--- src/rtl/pst_consts.vh ---
`ifndef PST_CONSTS_VH
`define PST_CONSTS_VH

// command codes of the status and telemetry registers
`define PST_CMD_SUMMARY_WORD    8'h79
`define PST_CMD_VOUT_STATUS     8'h7A
`define PST_CMD_INPUT_STATUS    8'h7C
`define PST_CMD_TEMP_STATUS     8'h7D
`define PST_CMD_COMM_STATUS     8'h7E
`define PST_CMD_VENDOR_STATUS   8'h80
`define PST_CMD_VIN_READING     8'h88

// summary word bit positions
`define PST_W_VOUT              15
`define PST_W_INPUT             13
`define PST_W_VENDOR            12
`define PST_W_PGOOD             11
`define PST_W_OFF               6
`define PST_W_IN_LOW_FAULT      3
`define PST_W_TEMP              2
`define PST_W_COMM              1
`define PST_W_OTHER             0

// detail byte bit positions
`define PST_VOUT_LOW_WARN       5
`define PST_IN_OV_FAULT         7
`define PST_IN_OV_WARN          6
`define PST_IN_UV_WARN          5
`define PST_IN_UV_FAULT         4
`define PST_IN_OC_FAULT         2
`define PST_IN_OC_WARN          1
`define PST_IN_OP_WARN          0
`define PST_TEMP_OT_FAULT       7
`define PST_TEMP_OT_WARN        6
`define PST_COMM_BAD_CMD        7
`define PST_COMM_BAD_DATA       6
`define PST_COMM_PEC            5
`define PST_COMM_MISC           1
`define PST_VEN_BREAKER         7
`define PST_VEN_SHORTED         6
`define PST_VEN_DEFAULTS        4

// sticky flag bank indices
`define PST_NFLAGS              21
`define PST_F_VOUT_LOW_WARN     0
`define PST_F_IN_OV_FAULT       1
`define PST_F_IN_OV_WARN        2
`define PST_F_IN_UV_WARN        3
`define PST_F_IN_UV_FAULT       4
`define PST_F_IN_OC_FAULT       5
`define PST_F_IN_OC_WARN        6
`define PST_F_IN_OP_WARN        7
`define PST_F_OT_FAULT          8
`define PST_F_OT_WARN           9
`define PST_F_BAD_CMD           10
`define PST_F_BAD_DATA          11
`define PST_F_PEC               12
`define PST_F_MISC              13
`define PST_F_BREAKER           14
`define PST_F_SHORTED           15
`define PST_F_DEFAULTS          16
`define PST_F_PGOOD_LOST        17
`define PST_F_OFF               18
`define PST_F_WORD_IN_LOW       19
`define PST_F_OTHER             20

// reset values: uv warn, defaults loaded, pgood lost, off, word uv fault, other
`define PST_FLAGS_RESET         21'h1F0008
`define PST_VIN_RESET           12'h000
`define PST_OV_DISABLED         12'hFFF
`define PST_UV_DISABLED         12'h000

`endif

--- src/rtl/pst_flag_bank.v ---
`timescale 1ns/1ns
`include "pst_consts.vh"

// sticky flags: a present cause sets, clear only drops flags whose cause is gone
module pst_flag_bank (
    input  wire                    clk_i,
    input  wire                    resetn_i,
    input  wire [`PST_NFLAGS-1:0]  cause_i,
    input  wire                    clear_i,
    input  wire [`PST_NFLAGS-1:0]  drop_i,
    output reg  [`PST_NFLAGS-1:0]  flags_o
);

    wire [`PST_NFLAGS-1:0] flags_next;

    // cause wins over any clear in the same cycle
    assign flags_next = cause_i | (flags_o & ~({`PST_NFLAGS{clear_i}} | drop_i));

    always @(posedge clk_i) begin
        if (!resetn_i) begin
            flags_o <= `PST_FLAGS_RESET;
        end else begin
            flags_o <= flags_next;
        end
    end

endmodule // pst_flag_bank

--- src/rtl/pst_vin_meas.v ---
`timescale 1ns/1ns
`include "pst_consts.vh"

// holds the latest input voltage sample and checks it against warn limits
module pst_vin_meas (
    input  wire        clk_i,
    input  wire        resetn_i,
    input  wire        sample_valid_i,
    input  wire [11:0] sample_i,
    input  wire [11:0] ov_limit_i,
    input  wire [11:0] uv_limit_i,
    output reg  [11:0] vin_o,
    output reg         ov_warn_o,
    output reg         uv_warn_o
);

    // compare the stored value, so warnings follow the telemetry value one cycle later
    always @(posedge clk_i) begin
        if (!resetn_i) begin
            vin_o     <= `PST_VIN_RESET;
            ov_warn_o <= 1'b0;
            uv_warn_o <= 1'b0;
        end else begin
            if (sample_valid_i) begin
                vin_o <= sample_i;
            end
            ov_warn_o <= (ov_limit_i != `PST_OV_DISABLED) && (vin_o > ov_limit_i);
            uv_warn_o <= (uv_limit_i != `PST_UV_DISABLED) && (vin_o < uv_limit_i);
        end
    end

endmodule // pst_vin_meas

--- src/rtl/pst_status_regs.v ---
`timescale 1ns/1ns
`include "pst_consts.vh"

module pst_status_regs (
    input  wire        clk_i,
    input  wire        resetn_i,
    // command read port from the bus engine
    input  wire        rd_req_i,
    input  wire [7:0]  rd_cmd_i,
    output reg         rd_valid_o,
    output reg  [15:0] rd_data_o,
    output reg         rd_unsup_o,
    input  wire        clear_faults_i,
    // protection causes, levels
    input  wire        vout_low_i,
    input  wire        vin_ov_fault_i,
    input  wire        input_low_fault_flag_i,
    input  wire        input_overcurrent_fault_flag_i,
    input  wire        iin_oc_warn_i,
    input  wire        input_overpower_warning_flag_i,
    input  wire        ot_fault_i,
    input  wire        ot_warn_i,
    input  wire        breaker_fault_i,
    input  wire        switch_shorted_i,
    input  wire        power_good_i,
    input  wire        switch_on_i,
    input  wire        other_fault_i,
    input  wire        above_lockout_i,
    // communication events, pulses
    input  wire        bad_cmd_i,
    input  wire        bad_data_i,
    input  wire        pec_fail_i,
    input  wire        misc_comm_i,
    // input voltage telemetry and limits
    input  wire        vin_valid_i,
    input  wire [11:0] vin_sample_i,
    input  wire [11:0] vin_ov_limit_i,
    input  wire [11:0] vin_uv_limit_i,
    output reg         alert_output_n_o
);

    reg                    boot_reg;
    reg                    boot_next;
    reg  [`PST_NFLAGS-1:0] cause;
    reg  [`PST_NFLAGS-1:0] drop;
    reg  [7:0]             vout_byte;
    reg  [7:0]             input_byte;
    reg  [7:0]             temp_byte;
    reg  [7:0]             comm_byte;
    reg  [7:0]             vendor_byte;
    reg  [15:0]            word_val;
    reg  [15:0]            rd_data_next;
    reg                    unsup;
    reg                    alert_n_next;
    wire [`PST_NFLAGS-1:0] flags;
    wire [11:0]            vin_value;
    wire                   vin_ov_warn;
    wire                   vin_uv_warn;
    wire                   new_set;

    // true for every command code this bank answers
    function is_mapped;
        input [7:0] cmd;
        begin
            is_mapped = (cmd == `PST_CMD_SUMMARY_WORD) || (cmd == `PST_CMD_VOUT_STATUS) ||
                        (cmd == `PST_CMD_INPUT_STATUS) || (cmd == `PST_CMD_TEMP_STATUS) ||
                        (cmd == `PST_CMD_COMM_STATUS) || (cmd == `PST_CMD_VENDOR_STATUS) ||
                        (cmd == `PST_CMD_VIN_READING);
        end
    endfunction

    pst_vin_meas u_vin (
        .clk_i          (clk_i),
        .resetn_i       (resetn_i),
        .sample_valid_i (vin_valid_i),
        .sample_i       (vin_sample_i),
        .ov_limit_i     (vin_ov_limit_i),
        .uv_limit_i     (vin_uv_limit_i),
        .vin_o          (vin_value),
        .ov_warn_o      (vin_ov_warn),
        .uv_warn_o      (vin_uv_warn)
    );

    // causes per flag; comm events are pulses so they clear on clear-faults alone
    always @* begin
        cause = {`PST_NFLAGS{1'b0}};
        cause[`PST_F_VOUT_LOW_WARN] = vout_low_i;
        cause[`PST_F_IN_OV_FAULT]   = vin_ov_fault_i;
        cause[`PST_F_IN_OV_WARN]    = vin_ov_warn;
        cause[`PST_F_IN_UV_WARN]    = vin_uv_warn;
        cause[`PST_F_IN_UV_FAULT]   = input_low_fault_flag_i;
        cause[`PST_F_IN_OC_FAULT]   = input_overcurrent_fault_flag_i;
        cause[`PST_F_IN_OC_WARN]    = iin_oc_warn_i;
        cause[`PST_F_IN_OP_WARN]    = input_overpower_warning_flag_i;
        cause[`PST_F_OT_FAULT]      = ot_fault_i;
        cause[`PST_F_OT_WARN]       = ot_warn_i;
        cause[`PST_F_BAD_CMD]       = bad_cmd_i | (rd_req_i & ~is_mapped(rd_cmd_i));
        cause[`PST_F_BAD_DATA]      = bad_data_i;
        cause[`PST_F_PEC]           = pec_fail_i;
        cause[`PST_F_MISC]          = misc_comm_i;
        cause[`PST_F_BREAKER]       = breaker_fault_i;
        cause[`PST_F_SHORTED]       = switch_shorted_i;
        cause[`PST_F_PGOOD_LOST]    = ~power_good_i;
        cause[`PST_F_OFF]           = ~switch_on_i;
        cause[`PST_F_WORD_IN_LOW]   = input_low_fault_flag_i;
        cause[`PST_F_OTHER]         = other_fault_i;
    end

    // the startup uv warn and word input-low flags drop once, the first time input passes the lockout level
    always @* begin
        boot_next = boot_reg & ~above_lockout_i;
        drop      = {`PST_NFLAGS{1'b0}};
        drop[`PST_F_IN_UV_WARN]   = boot_reg & above_lockout_i;
        drop[`PST_F_WORD_IN_LOW]  = boot_reg & above_lockout_i;
    end

    pst_flag_bank u_flags (
        .clk_i    (clk_i),
        .resetn_i (resetn_i),
        .cause_i  (cause),
        .clear_i  (clear_faults_i),
        .drop_i   (drop),
        .flags_o  (flags)
    );

    // detail bytes; unimplemented bits stay zero
    always @* begin
        vout_byte   = 8'h00;
        input_byte  = 8'h00;
        temp_byte   = 8'h00;
        comm_byte   = 8'h00;
        vendor_byte = 8'h00;
        vout_byte[`PST_VOUT_LOW_WARN]  = flags[`PST_F_VOUT_LOW_WARN];
        input_byte[`PST_IN_OV_FAULT]   = flags[`PST_F_IN_OV_FAULT];
        input_byte[`PST_IN_OV_WARN]    = flags[`PST_F_IN_OV_WARN];
        input_byte[`PST_IN_UV_WARN]    = flags[`PST_F_IN_UV_WARN];
        input_byte[`PST_IN_UV_FAULT]   = flags[`PST_F_IN_UV_FAULT];
        input_byte[`PST_IN_OC_FAULT]   = flags[`PST_F_IN_OC_FAULT];
        input_byte[`PST_IN_OC_WARN]    = flags[`PST_F_IN_OC_WARN];
        input_byte[`PST_IN_OP_WARN]    = flags[`PST_F_IN_OP_WARN];
        temp_byte[`PST_TEMP_OT_FAULT]  = flags[`PST_F_OT_FAULT];
        temp_byte[`PST_TEMP_OT_WARN]   = flags[`PST_F_OT_WARN];
        comm_byte[`PST_COMM_BAD_CMD]   = flags[`PST_F_BAD_CMD];
        comm_byte[`PST_COMM_BAD_DATA]  = flags[`PST_F_BAD_DATA];
        comm_byte[`PST_COMM_PEC]       = flags[`PST_F_PEC];
        comm_byte[`PST_COMM_MISC]      = flags[`PST_F_MISC];
        vendor_byte[`PST_VEN_BREAKER]  = flags[`PST_F_BREAKER];
        vendor_byte[`PST_VEN_SHORTED]  = flags[`PST_F_SHORTED];
        vendor_byte[`PST_VEN_DEFAULTS] = flags[`PST_F_DEFAULTS];
    end

    // summary word as ORs of the detail bytes and the word-only flags
    always @* begin
        word_val = 16'h0000;
        word_val[`PST_W_VOUT]         = |vout_byte;
        word_val[`PST_W_INPUT]        = (|input_byte) | flags[`PST_F_WORD_IN_LOW];
        word_val[`PST_W_VENDOR]       = |vendor_byte;
        word_val[`PST_W_PGOOD]        = flags[`PST_F_PGOOD_LOST];
        word_val[`PST_W_OFF]          = flags[`PST_F_OFF];
        word_val[`PST_W_IN_LOW_FAULT] = flags[`PST_F_WORD_IN_LOW];
        word_val[`PST_W_TEMP]         = |temp_byte;
        word_val[`PST_W_COMM]         = |comm_byte;
        // anything not reported in bits 7..1
        word_val[`PST_W_OTHER]        = flags[`PST_F_OTHER] | (|vout_byte) | (|vendor_byte) |
                                        flags[`PST_F_PGOOD_LOST] | (|input_byte);
    end

    // read mux; byte registers sit in the low byte, mapped reads are side-effect free, an unmapped code sets the bad command flag
    always @* begin
        unsup = 1'b0;
        case (rd_cmd_i)
            `PST_CMD_SUMMARY_WORD:  rd_data_next = word_val;
            `PST_CMD_VOUT_STATUS:   rd_data_next = {8'h00, vout_byte};
            `PST_CMD_INPUT_STATUS:  rd_data_next = {8'h00, input_byte};
            `PST_CMD_TEMP_STATUS:   rd_data_next = {8'h00, temp_byte};
            `PST_CMD_COMM_STATUS:   rd_data_next = {8'h00, comm_byte};
            `PST_CMD_VENDOR_STATUS: rd_data_next = {8'h00, vendor_byte};
            `PST_CMD_VIN_READING:   rd_data_next = {4'h0, vin_value};
            default: begin
                rd_data_next = 16'h0000;
                unsup        = 1'b1;
            end
        endcase
    end

    // alert follows new sets; a set in the clear cycle keeps it asserted
    assign new_set = |(cause & ~flags);
    always @* begin
        alert_n_next = alert_output_n_o;
        if (clear_faults_i) begin
            alert_n_next = 1'b1;
        end
        if (new_set) begin
            alert_n_next = 1'b0;
        end
    end

    always @(posedge clk_i) begin
        if (!resetn_i) begin
            boot_reg         <= 1'b1;
            rd_valid_o       <= 1'b0;
            rd_data_o        <= 16'h0000;
            rd_unsup_o       <= 1'b0;
            alert_output_n_o <= 1'b1;
        end else begin
            boot_reg         <= boot_next;
            rd_valid_o       <= rd_req_i;
            rd_unsup_o       <= rd_req_i & unsup;
            alert_output_n_o <= alert_n_next;
            if (rd_req_i) begin
                rd_data_o <= rd_data_next;
            end
        end
    end

endmodule // pst_status_regs

--- config.mk ---
export PLATFORM = sky130hd
export DESIGN_NAME = pst_status_regs
export DESIGN_NICKNAME = d
export VERILOG_FILES = /design/src/rtl/pst_flag_bank.v /design/src/rtl/pst_vin_meas.v /design/src/rtl/pst_status_regs.v
export VERILOG_INCLUDE_DIRS = /design/src /design/src/rtl
export SDC_FILE = /design/constraint.sdc
export NUM_CORES = 1
export LEC_CHECK = 0
export BUFFER_PORTS_ARGS = -buffer_cell sky130_fd_sc_hd__clkbuf_2
export CAP_MARGIN = 40
export CORE_AREA = 2 2 80 82
export DETAILED_ROUTE_END_ITERATION = 10
export DIE_AREA = 0 0 82 84
export HOLD_SLACK_MARGIN = 0.02
export PLACE_DENSITY_LB_ADDON = 0.25
export SLEW_MARGIN = 20
export SYNTH_ARGS = -nofsm -noshare
export SYNTH_HDL_FRONTEND = slang
export SYNTH_SLANG_ARGS = --single-unit
--- constraint.sdc ---
create_clock -name clk_i -period 1.9 [get_ports clk_i]
set_input_delay 0.095 -clock clk_i [delete_from_list [all_inputs] [get_ports clk_i]]
set_output_delay 0.095 -clock clk_i [all_outputs]
set_load 0.05 [all_outputs]
# Word level (Yosys, flattened, before mapping)
# Cells that the tools add are included.
[word_totals]
out_inout_bits = 19
word_cells = 59
input_bits = 67
reg_bits = 55
[op_classes]
order_cmp = 2
eq_ne = 8
bitwise = 20
reduce_logical = 16
mux = 4
[ops]
columns = ["cell", "n"]
rows = [
  ["$pmux 16 s7", 1],
  ["$and 21x21->21", 2],
  ["$not 21->21", 2],
  ["$eq 8x7->1 const B", 5],
  ["$or 21x20->21", 1],
  ["$or 21x21->21", 1],
  ["$reduce_or 21->1", 1],
  ["$eq 8x8->1 const B", 2],
  ["$reduce_or 7->1", 2],
  ["$gt 12x12->1", 1],
  ["$lt 12x12->1", 1],
  ["$ne 12x12->1 const B", 1],
  ["$reduce_bool 12->1", 1],
  ["$logic_or 1x1->1", 6],
  ["$or 1x1->1", 6],
  ["$and 1x1->1", 4],
  ["$not 1->1", 4],
  ["$reduce_or 4->1", 1],
  ["$mux 1", 3],
  ["$reduce_or 3->1", 1],
  ["$logic_and 1x1->1", 2],
  ["$reduce_bool 2->1", 1],
  ["$reduce_or 2->1", 1],
]

# Depth between registers and ports, before layout
# Gate-level depths: netlist of run 1.
[depth]
ltp_word = 13
mapped_depth = 6
depth_no_buf = 6

# Cells and area by module
# A second synthesis of run 1 with hierarchy kept.
[hier_totals]
hier_cells = 380
area_unflattened_um2 = 3265.6
[by_module_without_submodules]
columns = ["mod", "area_per_inst_um2", "cells_per_inst", "n_inst"]
rows = [
  ["pst_status_regs", 1316.3, 162, 1],
  ["pst_vin_meas", 1113.6, 128, 1],
  ["pst_flag_bank", 835.8, 90, 1],
]

# Worst setup path after synthesis of run 1
# Ideal clock, no wire load.
[synth_timing]
kind = "flip-flop to flip-flop"
startpoint = "register alert_output_n_o (netlist name)"
endpoint = "register alert_output_n_o"
t_required_ns = 1.813
stages_incl_launch_ff = 4
period_less_slack_ns = 1.594
t_arrival_ns = 1.507
setup_slack_ns = 0.306
n_path_buf = 0
cell_sequence = "dfxtp_1 > o2111ai_1 > or4_1 > o31ai_1"
[synth_rtl]
columns = ["item", "line", "rtl"]
rows = [
  ["end signal, assigned", "pst_status_regs.v:209", "alert_output_n_o <= alert_n_next;"],
  ["end, declared", "pst_status_regs.v:39", "output reg alert_output_n_o"],
]

# Worst setup path after layout of run 1
[layout_timing]
startpoint = "register u_vin.vin_o[1]"
endpoint = "register u_vin.uv_warn_o"
[layout_between]
elab_chain_cells = 2
[layout_lines]
columns = ["item", "line", "rtl"]
rows = [
  ["start, declared", "pst_vin_meas.v:12", "output reg [11:0] vin_o,"],
  ["start signal, assigned", "pst_vin_meas.v:20", "vin_o <= `PST_VIN_RESET;"],
  ["start signal, assigned", "pst_vin_meas.v:25", "vin_o <= sample_i;"],
  ["$lt 12x12->1", "pst_vin_meas.v:28", "uv_warn_o <= (uv_limit_i != `PST_UV_DISABLED) && (vin_o < uv_limit_i);"],
  ["$logic_and 1x1->1", "pst_vin_meas.v:28", ""],
  ["end signal, assigned", "pst_vin_meas.v:28", ""],
  ["end, declared", "pst_vin_meas.v:14", "output reg uv_warn_o"],
]
# Every way passes these cells.
# A chain may end at the register's enable or synchronous reset.

==> results.rst, run 1 <==
.. list-table::
   :header-rows: 1

   * - Metric
     - Value
   * - Run status
     - completed
   * - Netlist cell types
     - 49
   * - Leading post-synthesis cells by cell area
     - sky130_fd_sc_hd__dfxtp_1 36%, sky130_fd_sc_hd__ha_1 9.5%, sky130_fd_sc_hd__nor2b_1 5.3%
   * - Endpoint of the most critical setup path
     - u_vin.uv_warn_o
   * - Number of buffers created by CTS
     - 5
   * - Half-perimeter wire length of the detailed placement result
     - 6.183 mm
   * - Area grow syn2layout
     - 22.06%
   * - Die Y
     - 84 um
   * - First-pass GRT wire length
     - 12.68 mm
   * - Share of power burned in combinational logic
     - 0.190
   * - Setup repair after global routing missed its margin
     - no
   * - Classification of the worst setup path
     - flop to flop
   * - Count of endpoints failing setup in the final report
     - 0
   * - Post-layout nets
     - 521
   * - Power Density
     - 675.3 nW/um2
   * - Actual transition at the worst max-transition pin
     - 586.1 ps
   * - YS warnings
     - 0
   * - Endpoints failing hold
     - 0
   * - Post-DR wirelength/cell
     - 15.35 um
   * - Die boundary width
     - 82 um
   * - CTS max path bufs
     - 2
   * - Peak supply drop
     - 0.0004079 V
   * - WL final
     - 7.796 mm
   * - Starting density of the core
     - 0.4988
   * - Sequential element share of the synthesized area
     - 0.3556
   * - Post-route DRC violation count
     - 0
   * - Vias after detailed routing
     - 2827
   * - Synth Cell Area
     - 3040 um2
   * - Worst slew margin relative to its limit
     - 0.6057
   * - Root Buffer Master
     - sky130_fd_sc_hd__clkbuf_8
   * - Clock transition at path regs
     - 90 ps
   * - Source-to-sink clock delay at the later pin of the worst-skew pair
     - 310 ps
   * - Worst-case register-to-register setup slack
     - 290 ps
   * - Ys async rst share
     - 0
   * - Area of the core region
     - 6096 um2
   * - Area share of the largest cell type after synthesis
     - 0.3556
   * - Cell count after synthesis
     - 346
   * - Number of optimization iterations in the first detailed-route pass
     - 4
   * - Antenna violation net count after detailed routing
     - 0
   * - Number of flip-flops under the largest register name
     - 21
   * - Part of the cycle the worst path needs
     - 0.8448
   * - Number of instances in the placed design
     - 493
   * - Critical Path AT
     - 1840 ps
   * - Top achievable clock speed
     - 0.6230 GHz
   * - Fraction of power spent switching nets
     - 0.2712
   * - Biggest register
     - u_flags.flags_o
   * - Synthesized Nets
     - 436
   * - Reg-to-reg critical path startpoint
     - u_vin.vin_o[1]
   * - Post-DR vias/cell
     - 5.565
   * - Number of antenna violations at the first check in global routing
     - 0
   * - Clk sinks
     - 54
   * - Non-filler cells, final
     - 508
   * - Via count of the first global-routing pass
     - 2713
   * - Overall global routing resource usage
     - 0.2367
   * - Critical-path maximum fanout
     - 4
   * - LEAKAGE
     - 1.741 nW
   * - Reg2Reg Depth
     - 4
   * - Clock tree from TritonCTS
     - yes
   * - Antenna Diode Count
     - 0
   * - WP data required
     - 2140 ps
   * - Number of storage elements in the synthesis netlist
     - 54
   * - Number of flops mapped to enable cells by yosys
     - 0
   * - HP Class
     - input port to flop
   * - Startpoint kind of the worst setup timing path
     - flop
   * - GRT Residual Overflow
     - 0
   * - Final weighted congestion in routability-driven placement
     - 0.8679
   * - Maximum number of pins on one net before global-route repair
     - 35
   * - Die area
     - 6888 um2
   * - Pins Over Slew Limit
     - 0
   * - Iteration-0 DRC count of the detailed router
     - 144
   * - Clock skew
     - 4.503 ps
   * - End of the worst register-to-register path
     - u_vin.uv_warn_o
   * - Final TNS setup
     - 0 ps
   * - Worst setup startpoint
     - u_vin.vin_o[1]
   * - Cell type with the largest total area after synthesis
     - sky130_fd_sc_hd__dfxtp_1
   * - Post-CTS sizing
     - 0
   * - Boundary pin count
     - 86
   * - Fraction of power consumed by the clock network
     - 0.310
   * - Net switching component of the power
     - 0.6797 mW
   * - Number of maximum-capacitance constraint violations
     - 0
   * - H-tree levels
     - 2
   * - Share of final-layout standard cells stronger than drive strength 1
     - 0.2390
   * - Total internal power
     - 1.827 mW
   * - Most used flip-flop cell after synthesis
     - sky130_fd_sc_hd__dfxtp_1
   * - Part of the power in registers
     - 0.500
   * - Avg Inst Size Synth
     - 8.787 um2
   * - Sum of internal, switching and leakage power
     - 2.506 mW
   * - Top flop regs
     - u_flags.flags_o (21), rd_data_o (15), u_vin.vin_o (12)
   * - Shortest period the worst path allows
     - 1605 ps
   * - Final core utilization
     - 0.6088
   * - CP endpoint kind
     - flop
   * - # rows
     - 29
   * - Tightest hold margin
     - 15.96 ps
   * - IO buf count
     - 84
## synthesized netlist by cell type (2+ instances only)
cell type / count
sky130_fd_sc_hd__and2_1: 2
sky130_fd_sc_hd__a21oi_1: 11
sky130_fd_sc_hd__a211o_1: 2
sky130_fd_sc_hd__o31ai_1: 2
sky130_fd_sc_hd__or4_1: 2
sky130_fd_sc_hd__o22ai_1: 2
sky130_fd_sc_hd__nor2_1: 6
sky130_fd_sc_hd__buf_2: 2
sky130_fd_sc_hd__mux2_2: 4
sky130_fd_sc_hd__o21ai_0: 15
sky130_fd_sc_hd__nand4_1: 8
sky130_fd_sc_hd__nor4_1: 8
sky130_fd_sc_hd__dfxtp_1: 54
sky130_fd_sc_hd__buf_4: 2
sky130_fd_sc_hd__clkbuf_1: 12
sky130_fd_sc_hd__o21a_1: 11
sky130_fd_sc_hd__a221oi_1: 5
sky130_fd_sc_hd__nand2_1: 18
sky130_fd_sc_hd__nand3_1: 9
sky130_fd_sc_hd__nor3_1: 4
sky130_fd_sc_hd__a21boi_0: 10
sky130_fd_sc_hd__nand2b_1: 17
sky130_fd_sc_hd__a32oi_1: 3
sky130_fd_sc_hd__a21o_1: 2
sky130_fd_sc_hd__nand3b_1: 2
sky130_fd_sc_hd__ha_1: 23
sky130_fd_sc_hd__o211ai_1: 6
sky130_fd_sc_hd__inv_1: 37
sky130_fd_sc_hd__o2111ai_1: 3
sky130_fd_sc_hd__nor4_4: 2
sky130_fd_sc_hd__a31oi_1: 3
sky130_fd_sc_hd__mux2i_1: 14
sky130_fd_sc_hd__nor2b_1: 26
sky130_fd_sc_hd__o2bb2ai_1: 4
## per-stage QoR
| stage | setup WS, ps | instance area [um2] |
|---|---|---|
| floorplan | 306.4 | 3040 |
| CTS | 269.6 | 3691 |
| detailed placement | 276.8 | 3518 |
| global placement | 324.1 | 3518 |
| global route | 105.6 | 3711 |
| finish | 294.9 | 3711 |
## layout make-up
type / count / area [um2]
Tap cell: 77 / 96.34
Multi-Input combinational cell: 238 / 1747
Clock inverter: 1 / 30.03
Fill cell: 559 / 2385
Sequential cell: 54 / 1081
Clock buffer: 6 / 82.58
Inverter: 37 / 138.9
Timing Repair Buffer: 95 / 535.5
## placed cells by master, fill, tap and decap left out, types with 3 or more instances in the layout
cell type,count
sky130_fd_sc_hd__clkbuf_8,6
sky130_fd_sc_hd__mux2i_1,14
sky130_fd_sc_hd__nor2_1,6
sky130_fd_sc_hd__clkbuf_2,84
sky130_fd_sc_hd__o211ai_1,6
sky130_fd_sc_hd__a21oi_1,11
sky130_fd_sc_hd__nand3_1,9
sky130_fd_sc_hd__dfxtp_1,54
sky130_fd_sc_hd__a32oi_1,3
sky130_fd_sc_hd__nor2b_1,26
sky130_fd_sc_hd__o21ai_0,15
sky130_fd_sc_hd__o2bb2ai_1,4
sky130_fd_sc_hd__nor3_1,4
sky130_fd_sc_hd__ha_1,23
sky130_fd_sc_hd__nor4_1,8
sky130_fd_sc_hd__a31oi_1,3
sky130_fd_sc_hd__mux2_2,4
sky130_fd_sc_hd__nand2b_1,17
sky130_fd_sc_hd__o2111ai_1,3
sky130_fd_sc_hd__a21boi_0,10
sky130_fd_sc_hd__nand4_1,8
sky130_fd_sc_hd__nand2_1,18
sky130_fd_sc_hd__dlygate4sd3_1,8
sky130_fd_sc_hd__inv_1,37
sky130_fd_sc_hd__o21a_1,11
sky130_fd_sc_hd__a221oi_1,5
## worst min path at each step
stage                          start             endpoint  slack, ps  cells after the start
CTS                   vin_ov_fault_i   u_flags.flags_o[1]         20                      2
global placement        power_good_i  u_flags.flags_o[17]        300                      2
detailed placement   above_lockout_i             boot_reg        310                      2
floorplan            above_lockout_i             boot_reg        200                      1
finish              switch_shorted_i  u_flags.flags_o[15]         20                      2
global route        switch_shorted_i  u_flags.flags_o[15]         20                      2
## repair_timing
| item | 4_1_cts | 5_1_grt |
|---|---|---|
| hold buffers | 6 | 2 |
| hold endpoints to repair | 6 | 2 |
| setup buffers | 0 | 0 |
## critical path: stages, from the launching register on
cell and delay, ps:
sky130_fd_sc_hd__dfxtp_1 440, sky130_fd_sc_hd__ha_1 260, sky130_fd_sc_hd__a2111oi_0 440, sky130_fd_sc_hd__o211ai_1 210, sky130_fd_sc_hd__a21oi_1 180
## logic make-up (layout without fill, tap and decap cells)
family,after synthesis,after routing,share of synthesized area
AO/OA/AOI/OAI,86,86,0.1979
multiplexers,18,18,0.06090
adder cells (fa/ha/maj),23,23,0.09465
flip-flops,54,54,0.3556
buffers and inverters,54,139,0.06995
AND/OR/NAND/NOR,110,110,0.2197
other,1,1,0.001233
## power by group through the flow
stage	clock, mW	sequential [mW]	combinational [mW]
after floorplan	0	1.30	0.258
after global placement	0	1.28	0.445
after detailed placement	0	1.28	0.458
after CTS	0.788	1.25	0.471
after global routing	0.844	1.26	0.528
final	0.777	1.25	0.475
## routing by layer
layer / global-route usage / up-vias / part of all wire
met5: 0 / - / 0
met4: 0.07727 / 0 / 0.017
met3: 0.04978 / 16 / 0.052
met2: 0.3614 / 76 / 0.45
met1: 0.3295 / 1319 / 0.48
li1: - / 1416 / -
Power figures use the tool's default switching activity.
==> run 2, diff against run 1 <==
--- a/config.mk
+++ b/config.mk
@@ -8,9 +8,9 @@
 export LEC_CHECK = 0
 export BUFFER_PORTS_ARGS = -buffer_cell sky130_fd_sc_hd__clkbuf_2
 export CAP_MARGIN = 40
-export CORE_AREA = 2 2 80 82
+export CORE_AREA = 2 2 84 86
 export DETAILED_ROUTE_END_ITERATION = 10
-export DIE_AREA = 0 0 82 84
+export DIE_AREA = 0 0 86 88
 export HOLD_SLACK_MARGIN = 0.02
 export PLACE_DENSITY_LB_ADDON = 0.25
 export SLEW_MARGIN = 20
==> constraint.sdc (replaced) <==
create_clock -name clk_i -period 1.3 [get_ports clk_i]
set_input_delay 0.065 -clock clk_i [delete_from_list [all_inputs] [get_ports clk_i]]
set_output_delay 0.065 -clock clk_i [all_outputs]
set_load 0.05 [all_outputs]
==> results.rst, run 2 (same netlist as run 1, synthesis figures left out) <==
.. list-table::
   :header-rows: 1

   * - Metric
     - Value
   * - Run status
     - finished, violations left
   * - Failing checks
     - negative setup slack
   * - Post-layout worst setup margin
     - -158.8 ps (-453.6 ps)
   * - Die Y
     - 88 um (+4.8%)
   * - Top achievable clock speed
     - 0.6855 GHz (+10%)
   * - Critical Path AT
     - 1660 ps (-180 ps)
   * - Number of flip-flops under the largest register name
     - 21 (unchanged)
   * - Boundary pin count
     - 86 (unchanged)
   * - Antenna violation net count after detailed routing
     - 0 (unchanged)
   * - Setup repair after global routing missed its margin
     - yes
   * - CTS max path bufs
     - 2 (unchanged)
   * - Endpoint of the worst hold path
     - u_vin.vin_o[1]
   * - Starting density of the core
     - 0.4576 (-0.04114)
   * - Number of antenna violations at the first check in global routing
     - 0 (unchanged)
   * - Clock transition at path regs
     - 110 ps (+20 ps)
   * - Area of the core region
     - 6644 um2 (+9.0%)
   * - Endpoints failing hold
     - 0 (unchanged)
   * - Pins Over Slew Limit
     - 0 (unchanged)
   * - Clock skew
     - 13.88 ps (+9.373 ps)
   * - Count of buffers added by post-CTS timing repair for setup
     - 0 (unchanged)
   * - WL final
     - 9.422 mm (+21%)
   * - Clk sinks
     - 54 (unchanged)
   * - GRT Residual Overflow
     - 0 (unchanged)
   * - Part of the cycle the worst path needs
     - 1.122 (+0.2773)
   * - Count of endpoints failing setup in the final report
     - 3 (+3)
   * - Hold Startpoint
     - vin_sample_i[1]
   * - Source-to-sink clock delay at the later pin of the worst-skew pair
     - 320 ps (about the same)
   * - Die area
     - 7568 um2 (+9.9%)
   * - Number of buffers created by CTS
     - 5 (unchanged)
   * - Overall global routing resource usage
     - 0.2409 (+0.004218)
   * - Via count of the first global-routing pass
     - 3050 (+12%)
   * - Antenna Diode Count
     - 0 (unchanged)
   * - Reg2Reg Depth
     - 4 (unchanged)
   * - WHS Path Cells
     - 3 (+1)
   * - WP data required
     - 1500 ps (-640 ps)
   * - Clock tree from TritonCTS
     - yes
   * - Vias after detailed routing
     - 3150 (+11%)
   * - Post-route DRC violation count
     - 0 (unchanged)
   * - HP Class
     - input port to flop
   * - Final weighted congestion in routability-driven placement
     - 0.9518 (+9.7%)
   * - Number of maximum-capacitance constraint violations
     - 0 (unchanged)
   * - Commonest cells after routing, fill and taps aside
     - 84 x sky130_fd_sc_hd__clkbuf_2, 44 x sky130_fd_sc_hd__buf_4, 37 x sky130_fd_sc_hd__inv_1, 37 x sky130_fd_sc_hd__dfxtp_1, 25 x sky130_fd_sc_hd__nor2b_1
   * - # rows
     - 30 (+3.4%)
   * - Iteration-0 DRC count of the detailed router
     - 247 (+72%)
   * - Critical-path maximum fanout
     - 2 (-2)
   * - Shortest period the worst path allows
     - 1459 ps (-146.4 ps)
   * - Maximum number of pins on one net before global-route repair
     - 53 (+51%)
   * - Commonest non-fill, non-tap cell in the layout
     - sky130_fd_sc_hd__clkbuf_2
   * - Share of final-layout standard cells stronger than drive strength 1
     - 0.3984 (+0.1594)
   * - Startpoint kind of the worst setup timing path
     - flop
   * - Worst setup startpoint
     - u_flags.flags_o[14]
   * - End of the worst register-to-register path
     - rd_data_o[0]
   * - Classification of the worst setup path
     - flop to flop
   * - Final standard cell area without fillers
     - 4497 um2 (+21%)
   * - Area after DPL
     - 3881 um2 (+10%)
   * - Die boundary width
     - 86 um (+4.9%)
   * - Half-perimeter wire length of the detailed placement result
     - 6.725 mm (+8.8%)
   * - Power Density
     - 866.3 nW/um2 (+28%)
   * - Root Buffer Master
     - sky130_fd_sc_hd__clkbuf_8
   * - Worst-case register-to-register setup slack
     - -160 ps (-450 ps)
   * - LEAKAGE
     - 2.091 nW (+20%)
   * - Post-DR vias/cell
     - 5.507 (-1.0%)
   * - Number of optimization iterations in the first detailed-route pass
     - 4 (unchanged)
   * - First-pass GRT wire length
     - 14.43 mm (+14%)
   * - Post-DR wirelength/cell
     - 16.47 um (+7.3%)
   * - Reg-to-reg critical path startpoint
     - u_flags.flags_o[14]
   * - Area grow syn2layout
     - 47.90%
   * - Final core utilization
     - 0.6768 (+0.06805)
   * - IO buf count
     - 84 (unchanged)
   * - Top flop regs
     - u_flags.flags_o (21), rd_data_o (15), u_vin.vin_o (12)
   * - H-tree levels
     - 2 (unchanged)
   * - CP endpoint kind
     - flop
   * - Post-layout nets
     - 581 (+12%)
   * - Biggest register
     - u_flags.flags_o
   * - Peak supply drop
     - 0.0006265 V (+54%)
run 2: cell types whose count changed in the layout (fill, tap and decap cells not counted), sizes merged:
cell / before / now
buf: 3 / 50
clkinv: 0 / 1
bufinv: 1 / 0
clkbuf: 90 / 91
dlygate4sd3: 8 / 21
run 2: timing repair:
item,4_1_cts,5_1_grt
resized for setup,10,49
hold buffers,21,0
cloned,0,0
endpoints found under the hold margin,22,0
setup endpoints to repair,4,7
pin swaps,4,17
run 2: how the worst max path moves through the flow:
stage / to / slack (ps)
floorplan: rd_data_o[0] / -70
global placement: rd_data_o[8] / -190
detailed placement: rd_data_o[8] / -220
CTS: rd_data_o[0] / -150
global route: alert_output_n_o / -190
finish: rd_data_o[0] / -160
run 2: layout make-up:
class | instances | area (um2)
Clock inverter | 1 | 8.758
Timing Repair Buffer | 155 | 1037
Sequential cell | 54 | 1105
Tap cell | 80 | 100.1
Fill cell | 520 | 2147
Multi-Input combinational cell | 238 | 2011
Inverter | 37 | 138.9
Clock buffer | 7 | 96.34
run 2: routing by layer:
layer / routed length, um / GRT usage / vias to the layer above
li1: - / - / 1538
met1: 4066 / 0.3235 / 1479
met2: 4613 / 0.4130 / 113
met3: 556 / 0.03770 / 20
met4: 186 / 0.04762 / 0
met5: 0 / 0 / -
run 2: where the power goes:
group          internal, mW  switching (mW)
combinational         0.499           0.501
clock                 0.490           0.580
sequential             1.75          0.0770
total                  2.74            1.16
run 2: critical path, stage by stage (launching register included):
cell and delay [ps]:
sky130_fd_sc_hd__dfxtp_1 340, sky130_fd_sc_hd__or3_4 370, sky130_fd_sc_hd__or4_4 430, sky130_fd_sc_hd__o21ai_2 120
sky130_fd_sc_hd__a31oi_1 80
run 2: per-stage QoR:
stage	hold slack (ps)	cells	power [mW]	TNS, ps	setup WS (ps)
after floorplan	165.4	346	2.288	-185.6	-69.16
after global placement	268.8	543	2.637	-2101	-187.7
after detailed placement	280.3	543	2.662	-2498	-222.4
after CTS	26.95	572	3.766	-364.8	-149.3
after global routing	50.33	572	4.070	-649.7	-190.7
final	28.08	572	3.896	-441.8	-158.8
